[src/timer_defines.svh]
`ifndef TIMER_DEFINES_SVH
`define TIMER_DEFINES_SVH
// ----------------------------------------
// register byte offsets
// ----------------------------------------
`define OFF_CTRL 8'h00
`define OFF_LOW 8'h04
`define OFF_HIGH 8'h08
`define OFF_IRQ_STAT 8'h0C
`define OFF_IRQ_CLR 8'h10
`define OFF_IRQ_EN 8'h14
// ----------------------------------------
// control fields and reset values
// ----------------------------------------
`define CTRL_MODE_MSB 7
`define CTRL_MODE_LSB 6
`define CTRL_UNUSED_BIT 5
`define CTRL_RUN_BIT 4
`define CTRL_EDGE_BIT 3
`define CTRL_DIV_MSB 2
`define CTRL_DIV_LSB 0
`define CTRL_RESET 8'h08
`define BYTE_RESET 8'h00
`define MODE_UNUSED 2'h0
`define MODE_EVENT 2'h1
`define MODE_TIMER 2'h2
`define MODE_PULSE 2'h3
`define COUNT_FULL 16'hFFFF
// ----------------------------------------
// interrupt bits and bus answers
// ----------------------------------------
`define IRQ_OVF_BIT 0
`define IRQ_PW_BIT 1
`define RESP_OKAY 2'h0
`define RESP_SLVERR 2'h2
`endif

[src/timer_pkg.sv]
package timer_pkg;
  // control register layout
  typedef struct packed {
    logic [1:0] mode;
    logic unused;
    logic run;
    logic edge_pol;
    logic [2:0] div_sel;
  } ctrl_t;
  // timing strobes from the count source
  typedef struct packed {
    logic div_tick;
    logic pin_rise;
    logic pin_fall;
  } src_t;
  // pulse width measurement states
  typedef enum logic [0:0] {
    st_wait,
    st_measure
  } pw_state_t;
endpackage

[src/count_source.sv]
`timescale 1ns/1ps
module count_source #(
  parameter int DIV_W = 7
) (
  // clock and reset
  input wire logic mclk,
  input wire logic resetn,
  // prescaler tick and divide select
  input wire logic psc_tick,
  input wire logic [2:0] div_sel,
  // external event pin
  input wire logic event_input_pin,
  // strobes out
  output timer_pkg::src_t src
);
  logic [DIV_W-1:0] div_cnt_q, div_cnt_d;
  logic sync1_q, sync2_q, prev_q;
  logic [DIV_W-1:0] mask;

  // divider mask of 2^sel - 1
  always_comb begin
    mask = DIV_W'((1 << div_sel) - 1);
    div_cnt_d = psc_tick ? div_cnt_q + 1'b1 : div_cnt_q;
  end

  // divider counter and two-stage pin synchroniser
  always_ff @(posedge mclk) begin
    if (!resetn) begin
      div_cnt_q <= '0;
      sync1_q <= 1'b0;
      sync2_q <= 1'b0;
      prev_q <= 1'b0;
    end else begin
      div_cnt_q <= div_cnt_d;
      sync1_q <= event_input_pin;
      sync2_q <= sync1_q;
      prev_q <= sync2_q;
    end
  end

  // divided tick and edges seen only after synchronising
  always_comb begin
    src.div_tick = psc_tick && ((div_cnt_q & mask) == mask);
    src.pin_rise = sync2_q && !prev_q;
    src.pin_fall = !sync2_q && prev_q;
  end
endmodule

[src/event_timer.sv]
// Added by the designer: register access over AXI4-Lite and the address map.
`timescale 1ns/1ps
`include "timer_defines.svh"
module event_timer (
  // clock and reset
  input wire logic mclk,
  input wire logic resetn,
  // axi4-lite write address and data
  input wire logic [7:0] s_axi_awaddr,
  input wire logic s_axi_awvalid,
  output logic s_axi_awready,
  input wire logic [31:0] s_axi_wdata,
  input wire logic [3:0] s_axi_wstrb,
  input wire logic s_axi_wvalid,
  output logic s_axi_wready,
  // axi4-lite write response
  output logic [1:0] s_axi_bresp,
  output logic s_axi_bvalid,
  input wire logic s_axi_bready,
  // axi4-lite read
  input wire logic [7:0] s_axi_araddr,
  input wire logic s_axi_arvalid,
  output logic s_axi_arready,
  output logic [31:0] s_axi_rdata,
  output logic [1:0] s_axi_rresp,
  output logic s_axi_rvalid,
  input wire logic s_axi_rready,
  // time base and event pin
  input wire logic psc_tick,
  input wire logic event_input_pin,
  // interrupt
  output logic irq
);
  // ----------------------------------------
  // state
  // ----------------------------------------
  timer_pkg::ctrl_t ctrl_q, ctrl_d;
  timer_pkg::src_t src;
  timer_pkg::pw_state_t pw_q, pw_d;
  logic [15:0] count_q, count_d, preload_q, preload_d;
  logic [7:0] lowbuf_q, lowbuf_d;
  logic [1:0] stat_q, stat_d, en_q, en_d;
  logic irq_q, irq_d;
  logic aw_held_q, aw_held_d, w_held_q, w_held_d;
  logic [7:0] waddr_q, waddr_d;
  logic [7:0] wbyte_q, wbyte_d;
  logic wstrb0_q, wstrb0_d;
  logic awready_q, awready_d, wready_q, wready_d;
  logic bvalid_q, bvalid_d, arready_q, arready_d, rvalid_q, rvalid_d;
  logic [1:0] bresp_q, bresp_d, rresp_q, rresp_d;
  logic [31:0] rdata_q, rdata_d;
  logic do_write, ar_take, inc, full;
  logic ctrl_wr, lo_wr, hi_wr, clr_wr, en_wr, lo_rd, hi_rd;
  logic start_edge, stop_edge, pw_done;

  count_source #(
    .DIV_W(7)
  ) u_src (
    .mclk(mclk),
    .resetn(resetn),
    .psc_tick(psc_tick),
    .div_sel(ctrl_q.div_sel),
    .event_input_pin(event_input_pin),
    .src(src)
  );

  // ----------------------------------------
  // bus slave
  // ----------------------------------------
  // write channel capture, decode and response
  always_comb begin
    aw_held_d = aw_held_q | (s_axi_awvalid & awready_q);
    w_held_d = w_held_q | (s_axi_wvalid & wready_q);
    waddr_d = (s_axi_awvalid & awready_q) ? s_axi_awaddr : waddr_q;
    wbyte_d = (s_axi_wvalid & wready_q) ? s_axi_wdata[7:0] : wbyte_q;
    wstrb0_d = (s_axi_wvalid & wready_q) ? s_axi_wstrb[0] : wstrb0_q;
    do_write = aw_held_q & w_held_q & !bvalid_q;
    bvalid_d = bvalid_q & !s_axi_bready;
    bresp_d = bresp_q;
    ctrl_wr = 1'b0;
    lo_wr = 1'b0;
    hi_wr = 1'b0;
    clr_wr = 1'b0;
    en_wr = 1'b0;
    if (do_write) begin
      aw_held_d = 1'b0;
      w_held_d = 1'b0;
      bvalid_d = 1'b1;
      bresp_d = `RESP_OKAY;
      unique case (waddr_q)
        `OFF_CTRL: ctrl_wr = wstrb0_q;
        `OFF_LOW: lo_wr = wstrb0_q;
        `OFF_HIGH: hi_wr = wstrb0_q;
        `OFF_IRQ_CLR: clr_wr = wstrb0_q;
        `OFF_IRQ_EN: en_wr = wstrb0_q;
        `OFF_IRQ_STAT: bresp_d = `RESP_OKAY; // read only, write ignored
        default: bresp_d = `RESP_SLVERR;
      endcase
    end
    awready_d = !aw_held_d & !bvalid_d;
    wready_d = !w_held_d & !bvalid_d;
  end

  // read channel, one cycle answer
  always_comb begin
    ar_take = s_axi_arvalid & arready_q;
    rvalid_d = rvalid_q & !s_axi_rready;
    rdata_d = rdata_q;
    rresp_d = rresp_q;
    lo_rd = 1'b0;
    hi_rd = 1'b0;
    if (ar_take) begin
      rvalid_d = 1'b1;
      rresp_d = `RESP_OKAY;
      rdata_d = '0;
      unique case (s_axi_araddr)
        `OFF_CTRL: rdata_d[7:0] = {ctrl_q[7:6], 1'b0, ctrl_q[4:0]};
        `OFF_LOW: begin
          rdata_d[7:0] = lowbuf_q;
          lo_rd = 1'b1;
        end
        `OFF_HIGH: begin
          rdata_d[7:0] = count_q[15:8];
          hi_rd = 1'b1;
        end
        `OFF_IRQ_STAT: rdata_d[1:0] = stat_q;
        `OFF_IRQ_EN: rdata_d[1:0] = en_q;
        `OFF_IRQ_CLR: rdata_d = '0;
        default: rresp_d = `RESP_SLVERR;
      endcase
    end
    arready_d = !rvalid_d;
  end

  // bus registers
  always_ff @(posedge mclk) begin
    if (!resetn) begin
      aw_held_q <= 1'b0;
      w_held_q <= 1'b0;
      waddr_q <= 8'h00;
      wbyte_q <= 8'h00;
      wstrb0_q <= 1'b0;
      awready_q <= 1'b0;
      wready_q <= 1'b0;
      bvalid_q <= 1'b0;
      bresp_q <= 2'h0;
      arready_q <= 1'b0;
      rvalid_q <= 1'b0;
      rresp_q <= 2'h0;
      rdata_q <= 32'h00000000;
    end else begin
      aw_held_q <= aw_held_d;
      w_held_q <= w_held_d;
      waddr_q <= waddr_d;
      wbyte_q <= wbyte_d;
      wstrb0_q <= wstrb0_d;
      awready_q <= awready_d;
      wready_q <= wready_d;
      bvalid_q <= bvalid_d;
      bresp_q <= bresp_d;
      arready_q <= arready_d;
      rvalid_q <= rvalid_d;
      rresp_q <= rresp_d;
      rdata_q <= rdata_d;
    end
  end

  // ----------------------------------------
  // counter core
  // ----------------------------------------
  // increment source per mode, pulse width sequencing
  always_comb begin
    start_edge = ctrl_q.edge_pol ? src.pin_rise : src.pin_fall;
    stop_edge = ctrl_q.edge_pol ? src.pin_fall : src.pin_rise;
    pw_d = pw_q;
    pw_done = 1'b0;
    if (!ctrl_q.run || ctrl_q.mode != `MODE_PULSE) begin
      pw_d = timer_pkg::st_wait;
    end else begin
      unique case (pw_q)
        timer_pkg::st_wait: if (start_edge) pw_d = timer_pkg::st_measure;
        timer_pkg::st_measure: if (stop_edge) begin
          pw_d = timer_pkg::st_wait;
          pw_done = 1'b1;
        end
      endcase
    end
    unique case (ctrl_q.mode)
      `MODE_TIMER: inc = ctrl_q.run & src.div_tick;
      `MODE_EVENT: inc = ctrl_q.run & (ctrl_q.edge_pol ? src.pin_fall : src.pin_rise);
      `MODE_PULSE: inc = ctrl_q.run & (pw_q == timer_pkg::st_measure) & src.div_tick;
      default: inc = 1'b0;
    endcase
    full = inc & (count_q == `COUNT_FULL);
  end

  // register writes, byte buffer, counter and interrupt next values
  always_comb begin
    ctrl_d = ctrl_q;
    if (ctrl_wr) begin
      ctrl_d = timer_pkg::ctrl_t'(wbyte_q);
      ctrl_d.unused = 1'b0;
    end else if (pw_done) begin
      ctrl_d.run = 1'b0;
    end
    lowbuf_d = lowbuf_q;
    if (lo_wr) lowbuf_d = wbyte_q;
    if (hi_rd) lowbuf_d = count_q[7:0];
    preload_d = hi_wr ? {wbyte_q, lowbuf_q} : preload_q;
    count_d = count_q;
    if (hi_wr && !ctrl_q.run) count_d = {wbyte_q, lowbuf_q};
    else if (full) count_d = preload_q;
    else if (inc) count_d = count_q + 16'h0001;
    en_d = en_wr ? wbyte_q[1:0] : en_q;
    stat_d = clr_wr ? (stat_q & ~wbyte_q[1:0]) : stat_q;
    stat_d[`IRQ_OVF_BIT] = stat_d[`IRQ_OVF_BIT] | full;
    stat_d[`IRQ_PW_BIT] = stat_d[`IRQ_PW_BIT] | pw_done;
    irq_d = |(stat_d & en_d);
  end

  // core registers
  always_ff @(posedge mclk) begin
    if (!resetn) begin
      ctrl_q <= timer_pkg::ctrl_t'(`CTRL_RESET);
      pw_q <= timer_pkg::st_wait;
      count_q <= {`BYTE_RESET, `BYTE_RESET};
      preload_q <= {`BYTE_RESET, `BYTE_RESET};
      lowbuf_q <= `BYTE_RESET;
      stat_q <= 2'h0;
      en_q <= 2'h0;
      irq_q <= 1'b0;
    end else begin
      ctrl_q <= ctrl_d;
      pw_q <= pw_d;
      count_q <= count_d;
      preload_q <= preload_d;
      lowbuf_q <= lowbuf_d;
      stat_q <= stat_d;
      en_q <= en_d;
      irq_q <= irq_d;
    end
  end

  // outputs straight from flops
  assign s_axi_awready = awready_q;
  assign s_axi_wready = wready_q;
  assign s_axi_bvalid = bvalid_q;
  assign s_axi_bresp = bresp_q;
  assign s_axi_arready = arready_q;
  assign s_axi_rvalid = rvalid_q;
  assign s_axi_rresp = rresp_q;
  assign s_axi_rdata = rdata_q;
  assign irq = irq_q;
endmodule

[config.mk]
export PLATFORM = sky130hd
export DESIGN_NAME = event_timer
export DESIGN_NICKNAME = d
export VERILOG_FILES = /design/src/timer_pkg.sv /design/src/count_source.sv /design/src/event_timer.sv
export VERILOG_INCLUDE_DIRS = /design/src
export SDC_FILE = /design/constraint.sdc
export NUM_CORES = 1
export LEC_CHECK = 0
export CAP_MARGIN = 20
export CORE_ASPECT_RATIO = 0.5
export CORE_MARGIN = 4
export CORE_UTILIZATION = 30
export CTS_BUF_LIST = sky130_fd_sc_hd__clkbuf_8
export DETAILED_ROUTE_END_ITERATION = 8
export DONT_BUFFER_PORTS = 1
export GPL_ROUTABILITY_DRIVEN = 1
export SYNTH_ARGS = -nofsm -noshare
export SYNTH_HDL_FRONTEND = slang
export SYNTH_SLANG_ARGS = --single-unit
[constraint.sdc]
create_clock -name mclk -period 4.1 [get_ports mclk]
set_input_delay 0.205 -clock mclk [delete_from_list [all_inputs] [get_ports mclk]]
set_output_delay 0.205 -clock mclk [all_outputs]
set_load 0.05 [all_outputs]
==> flow_summary.toml, run 1 <==
[route]
drcViolationCount = 0
routed_via_density = 5.043
wire_per_inst_um = 15.22
ant_nets = 0
totalWireLength_mm = 11.55
drt-initial-drc-count = 314
vias = 3828
drt-pass1-iter-count = 4

[cts]
clk_pin_slew_ns = 0.09
cts_buffers = 9
cts_tree = "done"
cts-htree-levels = 3
cts-root-buf = "clkbuf_8"
clock_path_buffers = 2
worst_skew_pair.late_latency_ns = 0.37
clock-sinks = 97

[final_layout]
finalNetCount = 620
seqCellArea_um2 = 1942
final_cell_area_um2 = 5080
instances_no_fill = 759
multi_input_area_um2 = 2427
drive_above_1_share_pct = 4.991
fillers = 1546
n_antenna_cell = 0
syn_to_final_growth_pct = 8.935

[grt]
grt_pass1_wl_mm = 18.61
grt_antenna_before_repair = 0
gr-total-overflow = 0
grt_pass1_vias = 3523
grt_max_degree = 85
track_usage_pct = 13.15

[power_and_ir_drop]
vdd_drop_max_mv = 0.1384
power_density_nw_per_um2 = 342.2
p_leak_nw = 1.761
p_total_mw = 1.739

[sta]
fmax_mhz = 336.9
worst_pin_slew_ns = 0.8690
rsz0062_at_grt = "no"
hold_viol_final = 0
finalCriticalPeriod_ns = 2.968
finClkSkew_ns = 0.01300
period_share_pct = 72.39
drv_slew = 0
timing.hold.ws_ns = 0.03418
setup_violations = 0
fin_setup_tns_ns = 0
slew_headroom_pct = 42.06

[yosys]
synth_top_area_share_pct = 41.64
synth_most_common_cell = "dfxtp_1"
ys.flop_type = "dfxtp_1"
yosysSeqAreaShare_pct = 41.64
ys_ff_latch = 97
synth.avg_cell_area_um2 = 8.417
yosys.area.top_type = "dfxtp_1"
async_reset_ff_share_pct = 0
ys_warn_count = 0
netlist_area_um2 = 4663
synthTopCellsByArea = "dfxtp_1, nand2_1, a21oi_1"
synth.distinct_cells = 59
syn_inst = 554
synth_commonest_cells = "dfxtp_1, nand2_1, a21oi_1, nor2_1, buf_4"
synth-edff-count = 0

[critical_path]
startpoint_type = "register"
reg2regPathDepth = 9
cp-end-kind = "register"
path_class = "register to register"
crit_fanout = 20
crit_arrival_ns = 3.28
worst_ep_required_time_ns = 4.41

[run]
max_cap_viol_count = 0

[worst_hold_path]
whs_path_depth = 2
hold_path_class = "primary input to register"

[placed_design]
dp_cells = 721
placed_area_um2 = 4669
gp_congestion = 0.8422
port_buffers = 0
hpwl_mm = 7.885

[die]
fp.dieArea_um2 = 17720
core_um2 = 14860
io_pins = 103
num_rows = 31
die_h_um = 96.16
die_w_um = 184.3
start_util_pct = 31.39

[status]
run_status = "completed"
## sequential cells by signal (all words and copies together), names as in the netlist, 2 cells and up
name	count
s_axi_rdata	8
lowbuf_q	8
preload_q	16
stat_q	2
wbyte_q	8
waddr_q	8
ctrl_q	7
en_q	2
count_q	16
u_src.div_cnt_q	7
## cells by family after synthesis
| family | synth area share (%) |
|---|---|
| AO/OA/AOI/OAI | 17.57 |
| buffers and inverters | 8.318 |
| AND/OR/NAND/NOR | 23.24 |
| flip-flops | 41.64 |
| adder cells (fa/ha/maj) | 0.8050 |
| other | 0.08042 |
| XOR/XNOR | 2.630 |
| multiplexers | 5.715 |
## repair_timing
action / in CTS / in global routing
hold endpoints to repair: 28 / 0
setup endpoints to repair: 0 / 0
hold buffers: 21 / 0
setup buffers: 0 / 0
resized for setup: 0 / 0
## cell usage in the layout (no fill, tap or decap), types with 3 or more instances in the layout
cell type      netlist  final
a22oi_1              6      6
nand2_1             96     96
nand4_1              4      4
a221o_1             14     14
xnor2_1              5      5
clkbuf_8             0     10
xor2_1               9      9
a2111oi_0            7      7
conb_1               1     26
dlygate4sd3_1        0     21
o22ai_1              3      3
dfxtp_1             97     97
and3_1               6      6
and2_1               8      8
nor2_1              51     51
or3_1                3      3
nor2b_1              5      5
inv_1                9     11
a21oi_1             53     53
a211oi_1            10     10
o21ai_0              8      8
nand3_1             18     18
nor4_1               3      3
mux2i_1             21     21
nand2b_1             6      6
ha_1                 3      3
nor3_1              10     10
## cell type report
type,instances,share of cell area (%)
clock buffers,10,2.709
multi-input cells,414,47.78
clock inverters,6,1.010
well taps,198,4.877
inverters,10,0.7389
flip-flops and latches,97,38.23
repair buffers,24,4.655
## final timing paths
path / start / end / slack (ns)
worst max-delay path: ctrl_q[0] / count_q[10] / 1.13
worst min-delay path: s_axi_rready / s_axi_rvalid / 0.03
worst max register to register: ctrl_q[0] / count_q[10] / 1.13
worst min register to register: u_src.sync1_q / u_src.sync2_q / 0.44
## stage by stage
step | utilization [%] | setup WS [ns]
finish | 34.20 | 1.132
CTS | 34.12 | 1.144
floorplan | - | 1.719
global route | 34.20 | 0.9180
detailed placement | 31.43 | 1.178
global placement | 31.43 | 1.241
## critical path, cell delays in order (launching register included)
cell       delay, ns
dfxtp_1         0.40
or3_4           0.43
ha_1            0.28
xor2_1          0.17
o2bb2ai_1       0.15
a21oi_1         0.08
a32oi_1         0.24
buf_4           0.31
and3_1          0.61
a221o_1         0.25
## metal layers
layer / wire, µm / part of all wire (%) / GRT usage, %
met1: 5336 / 46 / 17.33
met2: 5239 / 45 / 21.68
met3: 757 / 6.6 / 2.756
met4: 220 / 1.9 / 4.367
met5: 0 / 0 / 0
## report_power, final
part | switching (mW) | leakage [nW] | internal [mW]
sequential | 0.0376 | 0.785 | 0.959
clock | 0.317 | 0.110 | 0.291
combinational | 0.0980 | 0.866 | 0.0365
Note: power is estimated with default switching activity, not from simulation.
==> run 2: changes to the inputs <==
Clock period 4.1 ns to 3.05 ns, I/O delays scaled along.
==> run 2 against run 1 <==
Against the previous run:
- flip-flop and latch count stayed put
- via count up 1.3%
- fmax grew 5.1%
==> flow_summary.toml, run 2 (same netlist as run 1, synthesis figures left out) <==
[status]
run_status = "completed"

[placed_design]
gp_congestion = 0.8408
hpwl_mm = 8.234
placed_area_um2 = 4712
port_buffers = 0
dp_cells = 725

[sta]
slew_headroom_pct = 50.98
drv_slew = 0
setup_violations = 0
rsz0062_at_grt = "no"
finalCriticalPeriod_ns = 2.824
finClkSkew_ns = 0.007842
hold_viol_final = 0
period_share_pct = 92.60
worst_pin_slew_ns = 0.7314
fin_setup_tns_ns = 0
fmax_mhz = 354.1

[critical_path]
critPathSlowestCell = "and3_1"
crit_fanout = 14
critPathMaxStageDelay_ns = 0.66
path_cells = "or3_4 -> ha_1 -> xor2_1 -> o2bb2ai_1 -> a21oi_1 -> a32oi_1 -> and3_1 -> a221o_1"
cp-end-kind = "register"
path_class = "register to register"
startpoint_type = "register"
crit_arrival_ns = 3.14
worst_ep_required_time_ns = 3.36

[final_layout]
final_common_cell = "dfxtp_1"
final_cell_mix = "dfxtp_1, nand2_1, a21oi_1"
syn_to_final_growth_pct = 10.87
n_antenna_cell = 0
instances_no_fill = 764
finalNetCount = 626
largestRegisters = "count_q x16, preload_q x16"
drive_above_1_share_pct = 5.830
final_cell_area_um2 = 5170

[route]
wire_per_inst_um = 15.49
routed_via_density = 5.077
drt-pass1-iter-count = 4
totalWireLength_mm = 11.84
vias = 3879
drcViolationCount = 0
drt-initial-drc-count = 285
ant_nets = 0

[grt]
grt_pass1_vias = 3711
grt-busiest-layer = "met2"
grt_pass1_wl_mm = 19.51
grtUsageMet1_pct = 17.65
met3_usage_pct = 3.851
grt_use_met2_pct = 22.96
track_usage_pct = 13.76
grt_antenna_before_repair = 0
gr-total-overflow = 0
grt_max_degree = 50

[cts]
cts_tree = "done"
clk_pin_slew_ns = 0.09
clock_path_buffers = 2
cts_buffers = 9
clock-sinks = 97
postCtsSetupBuffers = 0
cts_hold_buf = 24
worst_skew_pair.late_latency_ns = 0.37
cts-htree-levels = 3
postCtsResizedCells = 0
cts-root-buf = "clkbuf_8"

[die]
core_um2 = 14860
fp.dieArea_um2 = 17720
num_rows = 31
die_h_um = 96.16
io_pins = 103
die_w_um = 184.3
start_util_pct = 31.39

[power_and_ir_drop]
p_leak_nw = 1.785
p_total_mw = 2.452
vdd_drop_max_mv = 0.1846
power_density_nw_per_um2 = 474.3

[run]
max_cap_viol_count = 0

[worst_hold_path]
hold_path_class = "primary input to register"
==> run 2: cell count changes in the layout (fill, tap and decap cells not counted), sizes merged <==
| cell | change |
|---|---|
| clkinv | -1 |
| buf | +3 |
| clkinvlp | +2 |
| dlygate4sd3 | +3 |
| inv | -3 |
| bufinv | +1 |
==> run 2: metal layers <==
metal  part of all wire, %  wire length (µm)
met1                    47              5567
met5                     0                 0
met2                    47              5548
met3                   4.7               561
met4                   1.3               157
==> run 2: path summary, 6_finish.rpt <==
kind / start / to / slack [ns] / cells past startpoint
worst max-delay path: ctrl_q[1] / count_q[5] / 0.23 / 8
worst min-delay path: resetn / en_q[1] / 0.02 / 3
worst max register to register: ctrl_q[1] / count_q[5] / 0.23 / 8
worst min register to register: u_src.sync1_q / u_src.sync2_q / 0.45 / 1
==> run 2: per-stage QoR <==
| stage | worst slack (ns) | util [%] | hold slack [ns] |
|---|---|---|---|
| floorplan | 0.6688 | - | 0.2798 |
| global placement | 0.3723 | 31.72 | 0.2184 |
| global route | 0.06957 | 34.80 | 0.009079 |
| finish | 0.2256 | 34.80 | 0.02277 |
| detailed placement | 0.2923 | 31.72 | 0.2293 |
| CTS | 0.2611 | 34.80 | 0.005680 |
==> run 2: critical path, delay by kind of cell (launching register included) <==
family	cells	cell delay, ns
adders and majority gates	1	0.27
and+or+nand+nor	2	1.07
DFF	1	0.40
AOI/OAI and AO/OA	4	0.86
xor gates and xnor gates	1	0.16
==> run 2: layout make-up <==
type | count | area, µm²
Fill cell | 1533 | 9686
Multi-Input combinational cell | 414 | 2427
Sequential cell | 97 | 1942
Timing Repair Buffer | 30 | 297.8
Tap cell | 198 | 247.7
Clock buffer | 10 | 137.6
Clock inverter | 5 | 80.08
Inverter | 10 | 37.54
==> run 2: power by group <==
part           switching, mW  internal [mW]
registers             0.0467           1.29
clock network          0.446          0.478
logic                  0.138         0.0547
